===== src/hw/dstp_pkg.sv =====
// Constants and types for the dual-slope timer PWM block
package dstp_pkg;
  localparam int          CNT_W        = 16;
  localparam logic [15:0] BOTTOM_VAL   = 16'h0000;
  localparam logic [15:0] TOP_8BIT     = 16'h00ff;
  localparam logic [15:0] TOP_9BIT     = 16'h01ff;
  localparam logic [15:0] TOP_10BIT    = 16'h03ff;
  localparam logic [15:0] TOP_MIN      = 16'h0003;
  localparam logic [3:0]  WM_PC8       = 4'h1;
  localparam logic [3:0]  WM_PC9       = 4'h2;
  localparam logic [3:0]  WM_PC10      = 4'h3;
  localparam logic [3:0]  WM_PFC_CAP   = 4'h8;
  localparam logic [3:0]  WM_PFC_CMPA  = 4'h9;
  localparam logic [3:0]  WM_PC_CAP    = 4'ha;
  localparam logic [3:0]  WM_PC_CMPA   = 4'hb;
  localparam logic [1:0]  OM_OFF       = 2'h0;
  localparam logic [1:0]  OM_TOGGLE    = 2'h1;
  localparam logic [1:0]  OM_NONINV    = 2'h2;
  localparam logic [1:0]  OM_INV       = 2'h3;
  localparam logic [2:0]  PRE_STOP     = 3'h0;
  localparam logic [2:0]  PRE_DIV1     = 3'h1;
  localparam logic [2:0]  PRE_DIV8     = 3'h2;
  localparam logic [2:0]  PRE_DIV64    = 3'h3;
  localparam logic [2:0]  PRE_DIV256   = 3'h4;
  localparam logic [2:0]  PRE_DIV1024  = 3'h5;
  localparam logic [9:0]  DIV8_LAST    = 10'h007;
  localparam logic [9:0]  DIV64_LAST   = 10'h03f;
  localparam logic [9:0]  DIV256_LAST  = 10'h0ff;
  localparam logic [9:0]  DIV1024_LAST = 10'h3ff;
  localparam logic        WAVE_RESET   = 1'b0;

  typedef enum logic [1:0] {
    DSTP_UP   = 2'b00,
    DSTP_DOWN = 2'b01
  } dstp_dir_e;
endpackage


===== src/hw/dstp_timer.sv =====
// Dual-slope 16-bit timer with two PWM compare channels
`timescale 1ns/10ps
module dstp_timer
  import dstp_pkg::*;
#(
  parameter int W = CNT_W
)
(
  input  wire logic         core_clk,
  input  wire logic         arst_n,
  input  wire logic         clk_en,
  input  wire logic [2:0]   prescale_sel,
  input  wire logic [3:0]   waveform_mode,
  input  wire logic [1:0]   output_mode_field_a,
  input  wire logic [1:0]   output_mode_field_b,
  input  wire logic         pin_direction_a,
  input  wire logic         pin_direction_b,
  input  wire logic         port_data_a,
  input  wire logic         port_data_b,
  input  wire logic         compare_a_wr,
  input  wire logic         compare_b_wr,
  input  wire logic [W-1:0] compare_wdata,
  input  wire logic         capture_top_wr,
  input  wire logic [W-1:0] capture_top_wdata,
  input  wire logic         overflow_clr,
  input  wire logic         compare_a_clr,
  input  wire logic         compare_b_clr,
  input  wire logic         capture_clr,
  output logic [W-1:0]      counter_value,
  output logic              overflow_flag,
  output logic              compare_a_flag,
  output logic              compare_b_flag,
  output logic              capture_flag,
  output logic              counting_down,
  output logic              pin_out_a,
  output logic              pin_oe_n_a,
  output logic              pin_out_b,
  output logic              pin_oe_n_b
);
  if (W != 16)
  begin : g_width_check
    $error("dstp_timer supports only a 16-bit counter");
  end

  logic         timer_tick;
  logic [W-1:0] capture_top;
  logic [W-1:0] compare_a;
  logic [W-1:0] compare_b;
  logic         match_a;
  logic         match_b;
  logic         wave_out_a;
  logic         wave_out_b;
  logic         next_pin_a;
  logic         next_pin_b;

  // Mode decode
  wire logic       mode_pc    = (waveform_mode == WM_PC8) || (waveform_mode == WM_PC9) ||
                                (waveform_mode == WM_PC10) || (waveform_mode == WM_PC_CAP) ||
                                (waveform_mode == WM_PC_CMPA);
  wire logic       mode_pfc   = (waveform_mode == WM_PFC_CAP) ||
                                (waveform_mode == WM_PFC_CMPA);
  wire logic       dual_slope = mode_pc || mode_pfc;
  wire logic       top_is_a   = (waveform_mode == WM_PC_CMPA) ||
                                (waveform_mode == WM_PFC_CMPA);
  wire logic       top_is_cap = (waveform_mode == WM_PC_CAP) ||
                                (waveform_mode == WM_PFC_CAP);
  wire logic [W-1:0] fixed_top = (waveform_mode == WM_PC8)  ? TOP_8BIT :
                                 (waveform_mode == WM_PC9)  ? TOP_9BIT :
                                 (waveform_mode == WM_PC10) ? TOP_10BIT : '1;
  // Variable TOP: capture_top acts at once, compare_a through its buffer
  wire logic [W-1:0] top_raw  = top_is_a   ? compare_a :
                                top_is_cap ? capture_top : fixed_top;
  // TOP below the minimum is clamped so the counter can still turn round
  wire logic [W-1:0] top_val  = (top_raw < TOP_MIN) ? TOP_MIN : top_raw;
  wire logic [W-1:0] wr_mask  = (top_is_a || top_is_cap) ? '1 : fixed_top;

  wire logic at_top    = (counter_value == top_val);
  wire logic at_bottom = (counter_value == BOTTOM_VAL);
  // TOP is seen only once per period, so a match there acts as the down slope
  wire logic slope_down = counting_down || at_top;
  // Direction turns on reaching either end; above TOP it wraps through MAX
  wire logic turn_down = !counting_down && at_top;
  wire logic turn_up   = counting_down && (counter_value == BOTTOM_VAL + 16'h0001);
  wire logic [W-1:0] next_count = counting_down ? counter_value - 16'h0001
                                                : counter_value + 16'h0001;
  wire logic load_now  = (mode_pc && at_top) || (mode_pfc && at_bottom);

  wire logic set_ovf   = timer_tick && dual_slope && at_bottom;
  wire logic set_top_a = timer_tick && top_is_a && dual_slope && at_top;
  wire logic set_cap   = timer_tick && top_is_cap && dual_slope && at_top;
  wire logic set_cmp_a = set_top_a || (timer_tick && match_a);
  wire logic set_cmp_b = timer_tick && match_b;

  // Connect wave only in dual-slope modes with a live output mode
  wire logic drive_a   = dual_slope && (output_mode_field_a != OM_OFF) &&
                         !((output_mode_field_a == OM_TOGGLE) && !top_is_a);
  wire logic drive_b   = dual_slope && (output_mode_field_b[1] == 1'b1);

  assign next_pin_a = drive_a ? wave_out_a : port_data_a;
  assign next_pin_b = drive_b ? wave_out_b : port_data_b;

  dstp_prescaler u_pre
  (
    .core_clk     (core_clk),
    .arst_n       (arst_n),
    .clk_en       (clk_en),
    .prescale_sel (prescale_sel),
    .timer_tick   (timer_tick)
  );

  dstp_channel #(.W(W)) u_ch_a
  (
    .core_clk          (core_clk),
    .arst_n            (arst_n),
    .clk_en            (clk_en),
    .tick              (timer_tick && dual_slope),
    .load_now          (load_now),
    .wr_en             (compare_a_wr),
    .wr_data           (compare_wdata),
    .fixed_mask        (wr_mask),
    .counter_value     (counter_value),
    .counting_down     (slope_down),
    .output_mode_field (output_mode_field_a),
    .toggle_ok         (top_is_a),
    .compare_value     (compare_a),
    .match_now         (match_a),
    .wave_out          (wave_out_a)
  );

  dstp_channel #(.W(W)) u_ch_b
  (
    .core_clk          (core_clk),
    .arst_n            (arst_n),
    .clk_en            (clk_en),
    .tick              (timer_tick && dual_slope),
    .load_now          (load_now),
    .wr_en             (compare_b_wr),
    .wr_data           (compare_wdata),
    .fixed_mask        (wr_mask),
    .counter_value     (counter_value),
    .counting_down     (slope_down),
    .output_mode_field (output_mode_field_b),
    .toggle_ok         (1'b0),
    .compare_value     (compare_b),
    .match_now         (match_b),
    .wave_out          (wave_out_b)
  );

  // Counter and direction, advanced only on the tick
  always_ff @(posedge core_clk or negedge arst_n)
  begin
    if (!arst_n)
    begin
      counter_value <= BOTTOM_VAL;
      counting_down <= 1'b0;
    end
    else if (clk_en && timer_tick && dual_slope)
    begin
      counter_value <= turn_down ? counter_value - 16'h0001 : next_count;
      if (turn_down)
        counting_down <= 1'b1;
      else if (turn_up || (counting_down && at_bottom))
        counting_down <= 1'b0;
    end
  end

  always_ff @(posedge core_clk or negedge arst_n)
  begin
    if (!arst_n)
      capture_top <= '0;
    else if (clk_en && capture_top_wr)
      capture_top <= capture_top_wdata;
  end

  // Flags: a set in the same cycle as a clear wins
  always_ff @(posedge core_clk or negedge arst_n)
  begin
    if (!arst_n)
    begin
      overflow_flag  <= 1'b0;
      compare_a_flag <= 1'b0;
      compare_b_flag <= 1'b0;
      capture_flag   <= 1'b0;
    end
    else if (clk_en)
    begin
      overflow_flag  <= set_ovf   || (overflow_flag  && !overflow_clr);
      compare_a_flag <= set_cmp_a || (compare_a_flag && !compare_a_clr);
      compare_b_flag <= set_cmp_b || (compare_b_flag && !compare_b_clr);
      capture_flag   <= set_cap   || (capture_flag   && !capture_clr);
    end
  end

  // Pin drive registered; enable is low while driving
  always_ff @(posedge core_clk or negedge arst_n)
  begin
    if (!arst_n)
    begin
      pin_out_a  <= 1'b0;
      pin_oe_n_a <= 1'b1;
      pin_out_b  <= 1'b0;
      pin_oe_n_b <= 1'b1;
    end
    else if (clk_en)
    begin
      pin_out_a  <= next_pin_a;
      pin_oe_n_a <= !pin_direction_a;
      pin_out_b  <= next_pin_b;
      pin_oe_n_b <= !pin_direction_b;
    end
  end
endmodule


===== src/hw/dstp_prescaler.sv =====
// Prescaler producing the one-cycle timer tick enable
`timescale 1ns/10ps
module dstp_prescaler
  import dstp_pkg::*;
(
  input  wire logic       core_clk,
  input  wire logic       arst_n,
  input  wire logic       clk_en,
  input  wire logic [2:0] prescale_sel,
  output logic            timer_tick
);
  logic [9:0] div_cnt;
  logic [9:0] last_val;
  logic       tick_hit;

  assign last_val = (prescale_sel == PRE_DIV8)    ? DIV8_LAST :
                    (prescale_sel == PRE_DIV64)   ? DIV64_LAST :
                    (prescale_sel == PRE_DIV256)  ? DIV256_LAST :
                    (prescale_sel == PRE_DIV1024) ? DIV1024_LAST : 10'h000;
  assign tick_hit = (prescale_sel == PRE_DIV1) ||
                    ((prescale_sel != PRE_STOP) && (div_cnt >= last_val));

  // Tick is a clock enable, never a derived clock
  always_ff @(posedge core_clk or negedge arst_n)
  begin
    if (!arst_n)
    begin
      div_cnt    <= 10'h000;
      timer_tick <= 1'b0;
    end
    else if (clk_en)
    begin
      div_cnt    <= tick_hit ? 10'h000 : div_cnt + 10'h001;
      timer_tick <= tick_hit;
    end
  end
endmodule


===== src/hw/dstp_channel.sv =====
// One compare channel: buffer, active compare, match and waveform
`timescale 1ns/10ps
module dstp_channel
  import dstp_pkg::*;
#(
  parameter int W = CNT_W
)
(
  input  wire logic         core_clk,
  input  wire logic         arst_n,
  input  wire logic         clk_en,
  input  wire logic         tick,
  input  wire logic         load_now,
  input  wire logic         wr_en,
  input  wire logic [W-1:0] wr_data,
  input  wire logic [W-1:0] fixed_mask,
  input  wire logic [W-1:0] counter_value,
  input  wire logic         counting_down,
  input  wire logic [1:0]   output_mode_field,
  input  wire logic         toggle_ok,
  output logic [W-1:0]      compare_value,
  output logic              match_now,
  output logic              wave_out
);
  logic [W-1:0] buffer_value;
  logic         next_wave;

  assign match_now = (counter_value == compare_value);
  always_comb
  begin
    next_wave = wave_out;
    if (match_now)
    begin
      unique case (output_mode_field)
        OM_TOGGLE: next_wave = toggle_ok ? !wave_out : wave_out;
        OM_NONINV: next_wave = counting_down;
        OM_INV:    next_wave = !counting_down;
        OM_OFF:    next_wave = wave_out;
      endcase
    end
  end

  always_ff @(posedge core_clk or negedge arst_n)
  begin
    if (!arst_n)
    begin
      buffer_value  <= '0;
      compare_value <= '0;
      wave_out      <= WAVE_RESET;
    end
    else if (clk_en)
    begin
      if (wr_en)
        buffer_value <= wr_data & fixed_mask;
      if (tick && load_now)
        compare_value <= buffer_value;
      if (tick)
        wave_out <= next_wave;
    end
  end
endmodule


===== config.mk =====
export PLATFORM = sky130hd
export DESIGN_NAME = dstp_timer
export DESIGN_NICKNAME = d
export VERILOG_FILES = /design/src/hw/dstp_pkg.sv /design/src/hw/dstp_timer.sv /design/src/hw/dstp_prescaler.sv /design/src/hw/dstp_channel.sv
export SDC_FILE = /design/constraint.sdc
export NUM_CORES = 1
export LEC_CHECK = 0
export ABC_CLOCK_PERIOD_IN_PS = 5100
export BUFFER_PORTS_ARGS = -buffer_cell sky130_fd_sc_hd__buf_2
export CORE_MARGIN = 2
export CORE_UTILIZATION = 35
export DETAILED_ROUTE_END_ITERATION = 7
export GPL_TIMING_DRIVEN = 0
export SLEW_MARGIN = 20
export SYNTH_ARGS = -nofsm -noshare
export SYNTH_HDL_FRONTEND = slang
export SYNTH_SLANG_ARGS = --single-unit

===== constraint.sdc =====
create_clock -name core_clk -period 5.1 [get_ports core_clk]
set_clock_uncertainty 0.2 [all_clocks]
set_input_delay 1.02 -clock core_clk [delete_from_list [all_inputs] [get_ports core_clk]]
set_output_delay 1.02 -clock core_clk [all_outputs]
set_load 0.01 [all_outputs]

==> run summary <==
OUTCOME
------------------------------------------------------------------------------------------------------
Run status                                                                                   completed

SYNTHESIS
------------------------------------------------------------------------------------------------------
Fraction of registers with async set or reset after synthesis                                     100%
Mapped Cells                                                                                       609
Post-synthesis adder-cell area fraction                                                          2.90%
Synth Area in XOR/XNOR                                                                           8.66%
Most frequently used flop master after synthesis                                          sky130_fd_sc_hd__dfrtp_1
Part of the Yosys area used for sequential elements                                              45.7%
Netlist Area Pre-Place                                                                        6470 µm²
Dominant combinational cell family by area after synthesis                                multiplexers
Basic-gate share of the synthesized area counting and, or, nand and nor cells                    14.8%
Multiplexer fraction of the synthesized cell area                                                17.0%
Number of synthesized flops with an enable pin                                                       0
Synth Area in Compound Gates                                                                     7.43%
Count of different cell masters after synthesis                                                     54
Post-synthesis net count                                                                           681
Flops & latches, synth                                                                             118
Avg Cell Area, Syn                                                                            10.6 µm²
Syn. warnings                                                                                        0

FINISH
------------------------------------------------------------------------------------------------------
Final Net Count                                                                                    780
Most common library cell in the layout ignoring fill and taps                             sky130_fd_sc_hd__dfrtp_1
Share of post-route cells with drive strength above 1                                            23.4%
Post-synthesis to final-layout area growth                                                       20.4%
Commonest non-fill, non-tap cells in the layout                                           116 x sky130_fd_sc_hd__dfrtp_1, 84 x sky130_fd_sc_hd__buf_2, 54 x sky130_fd_sc_hd__nand2_1

PLACED DESIGN
------------------------------------------------------------------------------------------------------
Buffers added on ports                                                                              79
Worst slack at placement                                                                      0.801 ns
Post-DP HPWL                                                                                   12.4 mm
Final weighted congestion in routability-driven placement                                        0.979

GRT
------------------------------------------------------------------------------------------------------
Global routing usage summed across all routing layers                                            17.2%
Initial antenna violation count                                                                      1
Global-route wire length before repair                                                         26.1 mm
Largest net degree at the start of global routing                                                   72
Overall overflow remaining after global route                                                        0
Via count of the first global-routing pass                                                       4,945

POWER
------------------------------------------------------------------------------------------------------
P_leak                                                                                         3.69 nW
Power density cells                                                                         368 nW/µm²
Max IR drop VDD                                                                               0.205 mV

CRITICAL PATH
------------------------------------------------------------------------------------------------------
Slowest cell on the critical path                                                         sky130_fd_sc_hd__nor3_1
Kind of cell with the highest combined delay on the critical path                         simple AND/OR/NAND/NOR gates
Critical Path, Cell by Cell                                                               buf_2, nor3_1, a211oi_1, xnor2_1, nor4_1, nand4b_1, o21bai_1, buf_6, buf_8, mux2i_1, xor2_1
Crit. End Element                                                                                 flop
Endpoint arrival time on the critical path                                                     4.00 ns
CP Max Fanout                                                                                       10
Buffers & Inverters on Critical Path                                                                 3
Setup Crit Path Kind                                                                      input pin to flop
Number of cells on the worst reg-to-reg path                                                         9
CP required                                                                                    5.24 ns
Crit path largest cell delay                                                                   0.75 ns
Category of the worst setup path launch point                                                input pin
Cell depth of the worst setup path                                                                  11

CLOCK TREE
------------------------------------------------------------------------------------------------------
Clock transition at the register clock pins on the worst setup and hold paths after CTS        0.06 ns
Hold buffer count at CTS                                                                             0
Root buffer cell                                                                          sky130_fd_sc_hd__clkbuf_16
Clk sinks                                                                                          118
Maximum level of the CTS H-tree                                                                      4
Clk_lat worst skew                                                                             0.42 ns
Resized cells post-CTS                                                                               0
Setup repair bufs after CTS                                                                          0
TritonCTS buffer count                                                                              17
CTS tree                                                                                          done
Max Root-Sink Buffers                                                                                2

ROUTE
------------------------------------------------------------------------------------------------------
Aggregate routed wire length                                                                   16.2 mm
Initial DRT Pass Iterations                                                                          5
Number of vias in the routed layout                                                              4,847
Routed via count divided by cell count                                                            5.10
DRC violations left                                                                                  0
Post-route ant nets                                                                                  0
Drt initial violations                                                                             264
Wire length per cell                                                                           17.0 µm

HOLD PATH
------------------------------------------------------------------------------------------------------
Hold Crit Depth                                                                                      2
Type of the tightest min-delay check                                                      flop to flop

FLOORPLANNING
------------------------------------------------------------------------------------------------------
Vertical die dimension                                                                          140 µm
Die Width                                                                                       140 µm
Floorplan row count                                                                                 49
Floorplan core area                                                                         18,000 µm²
Die Footprint                                                                               19,600 µm²
Total I/O pin count                                                                                 82
Initial core utilization                                                                         35.9%

STA
------------------------------------------------------------------------------------------------------
Setup repair after global routing missed its margin                                                 no
Final total negative setup slack                                                                  0 ns
Worst hold margin                                                                             0.263 ns
Final Hold Viols                                                                                     0
Max-slew headroom                                                                                35.4%
Total of endpoints with negative setup slack in the final report                                     0
Worst Tran Pin Value                                                                          0.961 ns
Count of final max-slew check failures                                                               0
Top achievable clock speed                                                                     259 MHz
Shortest clock period the worst path allows after layout                                       3.86 ns
Final cycle utilization of the critical path                                                     75.7%
Worst Slack Setup Final                                                                        1.24 ns

FLOW RUN
------------------------------------------------------------------------------------------------------
# Max-Cap Violations                                                                                 0

## worst min-delay path: cells and delay by family (launching register included)
kind / cells / cell delay [ns]
buffers and inverters: 1 / 0.04
DFF: 1 / 0.36
muxes: 1 / 0.06
## cells by family after synthesis
group                      count (synthesis)
and+or+nand+nor                          182
xor gates and xnor gates                  64
buffers and inverters                     53
AOI/OAI and AO/OA                         77
adders and majority gates                 15
muxes                                    100
DFF                                      118
## area by class of cell
| type | instances | area [µm²] |
|---|---|---|
| fill | 1756 | 10200 |
| multi-input combinational | 438 | 3280 |
| sequential | 118 | 2960 |
| clock buffer | 19 | 443 |
| timing repair buffer | 80 | 429 |
| tap | 229 | 287 |
| buffer | 39 | 180 |
| clock inverter | 13 | 156 |
| inverter | 14 | 52.6 |
| antenna | 1 | 2.50 |
## registers in the layout, summed over array words and instances, names as in the netlist
signal / flops
capture_flag: 1
u_ch_a.compare_value: 16
u_ch_b.buffer_value: 16
compare_b_flag: 1
u_ch_a.buffer_value: 16
u_ch_b.wave_out: 1
counting_down: 1
pin_out_a: 1
counter_value: 16
u_pre.div_cnt: 10
u_pre.timer_tick: 1
u_ch_a.wave_out: 1
pin_oe_n_a: 1
pin_out_b: 1
capture_top: 16
overflow_flag: 1
compare_a_flag: 1
u_ch_b.compare_value: 16
pin_oe_n_b: 1
## layer usage
| layer | up-vias | wire, µm | GRT usage (%) |
|---|---|---|---|
| met5 | - | 0 | 0 |
| met3 | 25 | 782 | 4.31 |
| met1 | 2345 | 7520 | 22.7 |
| met4 | 0 | 306 | 6.74 |
| met2 | 115 | 7570 | 27.4 |
| li1 | 2362 | - | - |
## per-stage QoR
stage          instances  power (W)  util [%]  cell area (µm²)
2_1_floorplan        609    0.00149         -             6470
3_3_place_gp         917    0.00166      39.7             7150
3_5_place_dp         918    0.00168      39.9             7190
4_1_cts              950    0.00289      43.2             7780
5_1_grt              950    0.00302      43.2             7780
6_report             951    0.00287      43.2             7790
## path summary, 6_finish.rpt
| path | endpoint | start | slack (ns) |
|---|---|---|---|
| max | counter_value[14]$_DFFE_PN0P_ | waveform_mode[1] | 1.24 |
| max reg2reg | u_ch_a.compare_value[11]$_DFFE_PN0P_ | u_ch_a.compare_value[12]$_DFFE_PN0P_ | 1.80 |
| min reg2reg | pin_oe_n_a$_DFFE_PN1P_ | pin_oe_n_a$_DFFE_PN1P_ | 0.26 |
| max in group asynchronous | pin_oe_n_b$_DFFE_PN1P_ | arst_n | 3.63 |
| min in group asynchronous | u_ch_a.buffer_value[11]$_DFFE_PN0P_ | arst_n | 0.34 |
| min | pin_oe_n_a$_DFFE_PN1P_ | pin_oe_n_a$_DFFE_PN1P_ | 0.26 |
## cell usage after synthesis, types with 5 or more instances
library cell	instances	area share, %
sky130_fd_sc_hd__nand2b_1	5	0.48
sky130_fd_sc_hd__nor4_1	6	0.58
sky130_fd_sc_hd__o21ai_0	27	2.1
sky130_fd_sc_hd__buf_2	6	0.46
sky130_fd_sc_hd__a211oi_1	7	0.81
sky130_fd_sc_hd__and3_1	10	0.97
sky130_fd_sc_hd__nand3_1	18	1.4
sky130_fd_sc_hd__mux2_1	34	5.9
sky130_fd_sc_hd__clkbuf_1	28	1.6
sky130_fd_sc_hd__dfrtp_1	116	45
sky130_fd_sc_hd__nand4_1	11	1.1
sky130_fd_sc_hd__nor2_1	23	1.3
sky130_fd_sc_hd__a21oi_1	18	1.4
sky130_fd_sc_hd__mux2_2	39	6.8
sky130_fd_sc_hd__ha_1	15	2.9
sky130_fd_sc_hd__and4_1	7	0.95
sky130_fd_sc_hd__nand2_1	54	3.1
sky130_fd_sc_hd__or3_1	5	0.48
sky130_fd_sc_hd__xnor2_1	36	4.9
sky130_fd_sc_hd__inv_1	14	0.81
sky130_fd_sc_hd__xor2_1	28	3.8
sky130_fd_sc_hd__nor3_1	15	1.2
sky130_fd_sc_hd__or4_1	5	0.58
sky130_fd_sc_hd__mux2i_1	26	4.0
## power by group
group	switching [W]	total [W]	leakage [nW]	internal [W]
registers	0.0000758	0.00111	1.52	0.00104
clock network	0.000431	0.00121	0.281	0.000776
logic	0.000319	0.000551	1.89	0.000232
Note: power is estimated with default switching activity, not from simulation.
